[src/twu_pkg.sv]
// Constants and types for the timer/watchdog unit.
package twu_pkg;

  // Core clock rate and the base counting period of internal_clock/4.
  localparam int CLK_MHZ       = 250;
  localparam int BASE_TICK_NS  = 333;
  localparam int BASE_TICK_CYC = (BASE_TICK_NS * CLK_MHZ) / 1000;
  localparam logic [6:0] TICK_LAST = 7'(BASE_TICK_CYC - 1);

  // Watchdog key bytes written to the low reload register.
  localparam logic [7:0] KEY_FIRST  = 8'haa;
  localparam logic [7:0] KEY_SECOND = 8'h55;

  // Paged I/O page that holds the unit's control registers.
  localparam logic [7:0] IO_PAGE = 8'h00;

  // Values after reset, and the zero values of prescaler and counter.
  localparam logic [7:0]  PRESC_RST  = 8'hff;
  localparam logic [7:0]  RELOAD_RST = 8'hff;
  localparam logic [15:0] COUNT_RST  = 16'hffff;
  localparam logic [7:0]  PRESC_ZERO = 8'h00;
  localparam logic [15:0] COUNT_ZERO = 16'h0000;

  // Event input operating modes.
  typedef enum logic [1:0] {
    IN_EVENT     = 2'h0,
    IN_GATED     = 2'h1,
    IN_TRIGGER   = 2'h2,
    IN_RETRIGGER = 2'h3
  } twu_in_mode_t;

  // Unit operation, one-hot.
  typedef enum logic [1:0] {
    UNIT_TIMER = 2'h1,
    UNIT_WDOG  = 2'h2
  } twu_unit_t;

endpackage

[src/twu_timer_watchdog.sv]
// Timer/watchdog unit: prescaled 16-bit down-counter with pins and key.
`timescale 1ns/1ps

module twu_timer_watchdog (
  // Clock and reset
  input  wire logic        clk,
  input  wire logic        resetn,
  // Software writes to reload and prescaler registers
  input  wire logic        reload_low_wr,
  input  wire logic        reload_high_wr,
  input  wire logic        presc_wr,
  input  wire logic [7:0]  wr_data,
  // Timer control bits
  input  wire logic        count_run_control,
  input  wire logic        input_pin_enable,
  input  wire logic [1:0]  input_mode_sel,
  input  wire logic        output_pin_enable,
  input  wire logic        output_behaviour_select,
  input  wire logic        output_level_value,
  input  wire logic        timer_function_enable,
  // Alternate function and interrupt routing selects
  input  wire logic        event_pin_af_sel,
  input  wire logic        wave_pin_af_sel,
  input  wire logic        prioritized_source_select,
  input  wire logic        top_level_source_select,
  // Pins
  input  wire logic        timer_event_input,
  output logic             timer_wave_output,
  output logic             timer_wave_output_oe,
  // Events
  output logic             external_interrupt_channel_zero,
  output logic             nmi_request,
  output logic             internal_reset_req,
  // Status
  output logic [15:0]      counter_value,
  output logic             watchdog_active,
  output logic [7:0]       reg_page
);

  ////////////////////////////////////////////////////////////////////
  // State
  ////////////////////////////////////////////////////////////////////

  logic                s1_reg;
  logic                s2_reg;
  logic                s3_reg;
  logic                lvl_reg;
  logic                lvl_next;
  logic [6:0]          tick_reg;
  logic [6:0]          tick_next;
  twu_pkg::twu_unit_t  unit_reg;
  twu_pkg::twu_unit_t  unit_next;
  logic                key_reg;
  logic                key_next;
  logic [7:0]          rlo_reg;
  logic [7:0]          rlo_next;
  logic [7:0]          rhi_reg;
  logic [7:0]          rhi_next;
  logic [7:0]          pset_reg;
  logic [7:0]          pset_next;
  logic [7:0]          presc_reg;
  logic [7:0]          presc_next;
  logic [15:0]         cnt_reg;
  logic [15:0]         cnt_next;
  logic                hold_reg;
  logic                hold_next;
  logic                wave_reg;
  logic                wave_next;
  logic                oe_reg;
  logic                irq0_reg;
  logic                nmi_reg;
  logic                wdrst_reg;

  ////////////////////////////////////////////////////////////////////
  // Event input synchroniser and filter
  ////////////////////////////////////////////////////////////////////

  logic agree;
  logic evt_fall;

  // A new level counts once the second and third stages agree.
  assign agree    = (s2_reg == s3_reg);
  assign lvl_next = agree ? s3_reg : lvl_reg;
  assign evt_fall = agree & lvl_reg & ~s3_reg;

  // Three-stage synchroniser; the idle level of the pin is high.
  always_ff @(posedge clk or negedge resetn) begin
    if (!resetn) begin
      s1_reg  <= 1'b1;
      s2_reg  <= 1'b1;
      s3_reg  <= 1'b1;
      lvl_reg <= 1'b1;
    end else begin
      s1_reg  <= timer_event_input;
      s2_reg  <= s1_reg;
      s3_reg  <= s2_reg;
      lvl_reg <= lvl_next;
    end
  end

  ////////////////////////////////////////////////////////////////////
  // Base tick at internal clock over four
  ////////////////////////////////////////////////////////////////////

  logic tick;

  // One tick per base period gives the 332ns step of the counter.
  assign tick      = (tick_reg == 7'h00);
  assign tick_next = tick ? twu_pkg::TICK_LAST : tick_reg - 7'h01;

  // Free-running divider of the core clock.
  always_ff @(posedge clk or negedge resetn) begin
    if (!resetn) begin
      tick_reg <= twu_pkg::TICK_LAST;
    end else begin
      tick_reg <= tick_next;
    end
  end

  ////////////////////////////////////////////////////////////////////
  // Unit operation and watchdog key
  ////////////////////////////////////////////////////////////////////

  logic timer_mode;
  logic wdog_mode;
  logic key_ok;

  assign timer_mode = (unit_reg == twu_pkg::UNIT_TIMER);
  assign wdog_mode  = (unit_reg == twu_pkg::UNIT_WDOG);

  // Watchdog operation is a one-way latch; nothing but reset clears it.
  always_comb begin
    unit_next = unit_reg;
    case (unit_reg)
      twu_pkg::UNIT_TIMER: begin
        if (!timer_function_enable) begin
          unit_next = twu_pkg::UNIT_WDOG;
        end
      end
      twu_pkg::UNIT_WDOG: begin
        unit_next = twu_pkg::UNIT_WDOG;
      end
      default: begin
        unit_next = twu_pkg::UNIT_WDOG;
      end
    endcase
  end

  // Any low reload write rearms or disarms the key; only 0aah arms it,
  // and only in watchdog operation, so timer data cannot half-key it.
  assign key_next = reload_low_wr
                  ? (wdog_mode & (wr_data == twu_pkg::KEY_FIRST))
                  : key_reg;
  assign key_ok   = wdog_mode & reload_low_wr & key_reg
                  & (wr_data == twu_pkg::KEY_SECOND);

  // Mode latch and key state.
  always_ff @(posedge clk or negedge resetn) begin
    if (!resetn) begin
      unit_reg <= twu_pkg::UNIT_TIMER;
      key_reg  <= 1'b0;
    end else begin
      unit_reg <= unit_next;
      key_reg  <= key_next;
    end
  end

  ////////////////////////////////////////////////////////////////////
  // Reload and prescaler preset registers
  ////////////////////////////////////////////////////////////////////

  logic [15:0] reload_val;

  // In watchdog operation the low register keeps its value; low writes are key bytes only.
  assign rlo_next   = (reload_low_wr & timer_mode) ? wr_data : rlo_reg;
  assign rhi_next   = reload_high_wr ? wr_data : rhi_reg;
  assign pset_next  = presc_wr ? wr_data : pset_reg;
  assign reload_val = {rhi_reg, rlo_reg};

  // Preset storage written by software.
  always_ff @(posedge clk or negedge resetn) begin
    if (!resetn) begin
      rlo_reg  <= twu_pkg::RELOAD_RST;
      rhi_reg  <= twu_pkg::RELOAD_RST;
      pset_reg <= twu_pkg::PRESC_RST;
    end else begin
      rlo_reg  <= rlo_next;
      rhi_reg  <= rhi_next;
      pset_reg <= pset_next;
    end
  end

  ////////////////////////////////////////////////////////////////////
  // Counting source selection
  ////////////////////////////////////////////////////////////////////

  logic pin_on;
  logic m_event;
  logic m_gated;
  logic m_trig;
  logic m_retrig;
  logic src;
  logic run;

  // The event input takes part only when enabled and selected.
  assign pin_on   = input_pin_enable & event_pin_af_sel & timer_mode;
  assign m_event  = pin_on & (input_mode_sel == twu_pkg::IN_EVENT);
  assign m_gated  = pin_on & (input_mode_sel == twu_pkg::IN_GATED);
  assign m_trig   = pin_on & (input_mode_sel == twu_pkg::IN_TRIGGER);
  assign m_retrig = pin_on & (input_mode_sel == twu_pkg::IN_RETRIGGER);

  // Prescaler clock: pin edges, gated ticks, or plain ticks.
  assign src = m_event ? evt_fall
             : m_gated ? (tick & lvl_reg)
             : tick;

  // The watchdog always counts; the timer obeys run control.
  assign run = timer_mode ? count_run_control : 1'b1;

  ////////////////////////////////////////////////////////////////////
  // Prescaler and down-counter
  ////////////////////////////////////////////////////////////////////

  logic reload;
  logic pclk;
  logic step;
  logic eoc;

  // Pin reloads need run control; trigger waits for end of count.
  assign reload = (run & evt_fall & (m_retrig | (m_trig & hold_reg)))
                | key_ok;
  assign pclk   = run & src & ~hold_reg;
  assign step   = pclk & (presc_reg == twu_pkg::PRESC_ZERO);
  assign eoc    = step & (cnt_reg == twu_pkg::COUNT_ZERO);

  // Prescaler divides by its preset plus one.
  always_comb begin
    presc_next = presc_reg;
    if (reload) begin
      presc_next = pset_reg;
    end else if (pclk) begin
      if (presc_reg == twu_pkg::PRESC_ZERO) begin
        presc_next = pset_reg;
      end else begin
        presc_next = presc_reg - 8'h01;
      end
    end
  end

  // Counter reloads at end of count except in trigger mode, where it stays at zero.
  always_comb begin
    cnt_next = cnt_reg;
    if (reload) begin
      cnt_next = reload_val;
    end else if (step) begin
      if (cnt_reg != twu_pkg::COUNT_ZERO) begin
        cnt_next = cnt_reg - 16'h0001;
      end else if (!m_trig) begin
        cnt_next = reload_val;
      end
    end
  end

  // Trigger mode parks at zero until the next falling edge.
  assign hold_next = reload ? 1'b0
                   : m_trig ? (hold_reg | eoc)
                   : 1'b0;

  // Count state.
  always_ff @(posedge clk or negedge resetn) begin
    if (!resetn) begin
      presc_reg <= twu_pkg::PRESC_RST;
      cnt_reg   <= twu_pkg::COUNT_RST;
      hold_reg  <= 1'b0;
    end else begin
      presc_reg <= presc_next;
      cnt_reg   <= cnt_next;
      hold_reg  <= hold_next;
    end
  end

  ////////////////////////////////////////////////////////////////////
  // Wave output, interrupts and watchdog reset
  ////////////////////////////////////////////////////////////////////

  // Toggle, or copy the level bit, at each timer end of count.
  assign wave_next = (timer_mode & eoc)
                   ? (output_behaviour_select ? output_level_value
                                              : ~wave_reg)
                   : wave_reg;

  // Registered pin drive and event pulses.
  always_ff @(posedge clk or negedge resetn) begin
    if (!resetn) begin
      wave_reg  <= 1'b0;
      oe_reg    <= 1'b0;
      irq0_reg  <= 1'b0;
      nmi_reg   <= 1'b0;
      wdrst_reg <= 1'b0;
    end else begin
      wave_reg  <= wave_next;
      oe_reg    <= output_pin_enable & wave_pin_af_sel & timer_mode;
      irq0_reg  <= timer_mode & eoc & prioritized_source_select;
      nmi_reg   <= timer_mode & eoc & top_level_source_select;
      wdrst_reg <= wdog_mode & eoc;
    end
  end

  // Outputs. The watchdog reset goes to on-chip reset logic only.
  assign timer_wave_output               = wave_reg;
  assign timer_wave_output_oe            = oe_reg;
  assign external_interrupt_channel_zero = irq0_reg;
  assign nmi_request                     = nmi_reg;
  assign internal_reset_req              = wdrst_reg;
  assign counter_value                   = cnt_reg;
  assign watchdog_active                 = wdog_mode;
  assign reg_page                        = twu_pkg::IO_PAGE;

endmodule

[config.mk]
export PLATFORM = sky130hd
export DESIGN_NAME = twu_timer_watchdog
export DESIGN_NICKNAME = d
export VERILOG_FILES = /design/src/twu_pkg.sv /design/src/twu_timer_watchdog.sv
export SDC_FILE = /design/constraint.sdc
export NUM_CORES = 1
export LEC_CHECK = 0
export ABC_AREA = 0
export BUFFER_PORTS_ARGS = -buffer_cell sky130_fd_sc_hd__buf_2
export CAP_MARGIN = 30
export CORE_MARGIN = 10
export CORE_UTILIZATION = 50
export DETAILED_ROUTE_END_ITERATION = 10
export PLACE_DENSITY = 0.83
export SETUP_SLACK_MARGIN = 0.3
export SYNTH_ARGS = -nofsm -noshare
export SYNTH_HDL_FRONTEND = slang
export SYNTH_SLANG_ARGS = --single-unit
[constraint.sdc]
create_clock -name clk -period 3 [get_ports clk]
set_input_delay 0.15 -clock clk [delete_from_list [all_inputs] [get_ports clk]]
set_output_delay 0.15 -clock clk [all_outputs]
set_load 0.005 [all_outputs]
==> results by group <==
Run status
  – Status: complete, no violations

Worst setup path
  – Worst reg2reg path depth: 8
  – Crit path max fanout: 11
  – WP data required: 3280 ps
  – Max stage delay on crit path: 580 ps
  – Buf+Inv Stages, Crit Path: 2
  – Cell Chain, Critical Path: or3b_1 -> or4_4 -> nand2_1 -> buf_4 -> o21ai_0 -> buf_4 -> a211oi_1 -> a21oi_1
  – Startpoint class of the critical path: flip-flop
  – WP depth: 8
  – Crit path top cell by count: buf_4
  – Critical Path Sink Type: flip-flop
  – Slowest cell on the critical path: or4_4
  – Crit Path Class: flip-flop to flip-flop
  – Delay-heaviest family, CP: simple AND/OR/NAND/NOR gates
  – Arrival time of the worst setup path: 2800 ps

Yosys
  – Most frequent cells after synthesis: dfstp_2 (56), a21oi_1 (31), nor2_1 (30)
  – Area contributors post-synth: dfstp_2 (41%), dfrtp_1 (8.4%), mux2_2 (7.6%)
  – Yosys warns: 0
  – Syn Std Cell Area: 3580 um2
  – Post-synth top flop: dfstp_2
  – Post-synth EDFFs: 0
  – Post-synth ARST share: 100%
  – Largest area contributor in the netlist: dfstp_2
  – Seq/Total Area, Yosys: 49.5%
  – Cell variety after synth: 55
  – Top-area cell type share of the netlist area: 41.1%
  – Most frequent cell after synthesis: dfstp_2
  – Syn avg cell area: 10.2 um2
  – Syn Inst Count: 349
  – Post-synthesis register bit count: 68

Power and ir drop
  – Comb power frac: 5.1%
  – P_int: 1.44 mW
  – Static leakage: 1.85 nW
  – P_sw: 425 uW
  – Maximum VDD drop: 0.288 mV
  – Power Density: 448 nW/um2
  – Sw frac: 22.8%
  – Clk pwr share: 42.4%
  – Sequential Power Share: 52.5%
  – Overall power: 1.86 mW

STA
  – Sum Neg Setup Slack: 0 ps
  – Final hold vios: 0
  – Fin crit period: 2520 ps
  – Peak Freq: 397 MHz
  – RSZ-0062 raised after global routing: yes
  – Final setup vio count: 0
  – Fin Clk Skew: 10.6 ps
  – Max Slew Vio Count: 0
  – Final period util: 84.0%
  – Worst slew margin: 57.2%
  – Worst Max-Slew Pin Slew: 637 ps

Place
  – Port Buffers: 47
  – Detailed placement HPWL: 6.28 mm
  – GP Congestion: 0.871

Min path
  – HP Class: input port to flip-flop
  – Worst hold stages: 3

GRT
  – Largest net degree at the start of global routing: 27
  – First-pass GRT wire length: 14.6 mm
  – All-Layer GR Usage: 16.1%
  – Grt total ovfl: 0
  – Number of global-route vias before repair: 2974
  – Initial antenna violation count: 0

Detailed routing
  – Iter 0 DRT Violations: 182
  – First-pass DRT Iterations: 4
  – Antenna-violating nets left: 0
  – Vias/cell: 5.69
  – DRC viols: 0
  – DR WL/cell: 17.0 um
  – Vias: 2888
  – WL final: 8.63 mm

Clock network
  – Longest Clk Path Bufs: 2
  – CTS tree: built
  – Clock sink total: 68
  – Cts bufs inserted: 9
  – CTS H-tree lvls: 3
  – Worst-path clk slew: 70 ps
  – Setup Buffers After CTS: 0
  – Root Buffer Master: clkbuf_8
  – Worst-Skew Late Latency: 360 ps

Flow run
  – Max-cap violations: 0

Die
  – Cell Rows: 30
  – Area of the die: 10900 um2
  – Die X-Extent: 105 um
  – Io pins: 56
  – Core Box Area: 6870 um2
  – Die H: 105 um
  – Initial core utilization: 52.1%

Cells and area
  – Max reg flops: 16
  – Share of post-route cells with drive strength above 1: 39.6%
  – Ant diodes: 0
  – Nets: 439
  – Syn-to-layout area delta: 16.0%
## layout by cell type (no fill, tap or decap), types with 5 or more instances in the layout
| master | synthesis | routed |
|---|---|---|
| a21oi_1 | 31 | 31 |
| and3_1 | 5 | 5 |
| buf_2 | 6 | 47 |
| buf_4 | 8 | 8 |
| clkbuf_8 | 0 | 9 |
| conb_1 | 1 | 8 |
| dfrtp_1 | 12 | 12 |
| dfstp_2 | 56 | 56 |
| ha_1 | 6 | 6 |
| inv_1 | 23 | 23 |
| mux2_2 | 24 | 24 |
| mux2i_1 | 5 | 5 |
| nand2_1 | 11 | 11 |
| nand3_1 | 8 | 8 |
| nor2_1 | 30 | 30 |
| nor3_1 | 15 | 15 |
| nor4_1 | 6 | 6 |
| o21ai_0 | 20 | 20 |
| o21ai_1 | 7 | 7 |
| o22ai_1 | 6 | 6 |
| or3_1 | 5 | 5 |
## cell type report
class                           instances  area [um2]
Tap cell                               96         120
Timing Repair Buffer                   59         335
Fill cell                             594        2720
Multi-Input combinational cell        246        1630
Clock inverter                          6        61.3
Sequential cell                        68        1770
Clock buffer                           10         149
Inverter                               23        86.3
## what timing repair did
item,4_1_cts,5_1_grt
resized for setup,1,4
hold endpoints to repair,4,0
endpoints found under the setup margin,3,6
pin swaps,0,0
hold buffers,4,0
## cell families after synthesis
logic type / Yosys count / share of synthesized area, %
muxes: 29 / 8.96
DFF: 68 / 49.5
other: 1 / 0.105
AOI/OAI and AO/OA: 83 / 13.8
xor gates and xnor gates: 3 / 0.735
buffers and inverters: 42 / 6.09
adders and majority gates: 7 / 2.38
and+or+nand+nor: 116 / 18.4
## power by group through the flow
stage          sequential, mW  clock, mW  combinational [mW]
2_1_floorplan           0.986          0              0.0460
3_3_place_gp            0.990          0              0.0867
3_5_place_dp            0.991          0              0.0910
4_1_cts                 0.977      0.802              0.0951
5_1_grt                 0.981      0.841               0.105
6_report                0.978      0.789              0.0942
## worst min-delay path, delay by kind of cell
kind | cells | cell delay [ps]
buf+inv | 2 | 140
simple gates | 1 | 40
## per-layer routing
layer / global-route usage [%] / routed length (um)
met3: 4.98 / 589
met5: 0 / 0
met2: 25.6 / 4140
met4: 7.55 / 157
met1: 19.5 / 3740
## per-stage QoR
| stage | instance area, um2 | setup slack (ps) | utilization, % | std cells | hold WS (ps) |
|---|---|---|---|---|---|
| 3_5_place_dp | 3880 | 182 | 56.5 | 488 | 132 |
| 5_1_grt | 4150 | 267 | 60.4 | 508 | 18.9 |
| 4_1_cts | 4140 | 392 | 60.2 | 508 | 0.170 |
| 2_1_floorplan | 3600 | 627 | - | 356 | -146 |
| 6_report | 4150 | 480 | 60.4 | 508 | 0.710 |
| 3_3_place_gp | 3880 | 339 | 56.5 | 487 | 131 |
## worst paths after layout
path / start / endpoint / slack (ps)
setup / recovery: lvl_reg / counter_value[1] / 480
hold / removal: top_level_source_select / nmi_request / 0.7
setup reg to reg: lvl_reg / counter_value[1] / 480
hold reg to reg: s1_reg / s2_reg / 360
max in group asynchronous: resetn / presc_reg[4] / 1980
min in group asynchronous: resetn / hold_reg / 280
Power figures use the tool's default switching activity.
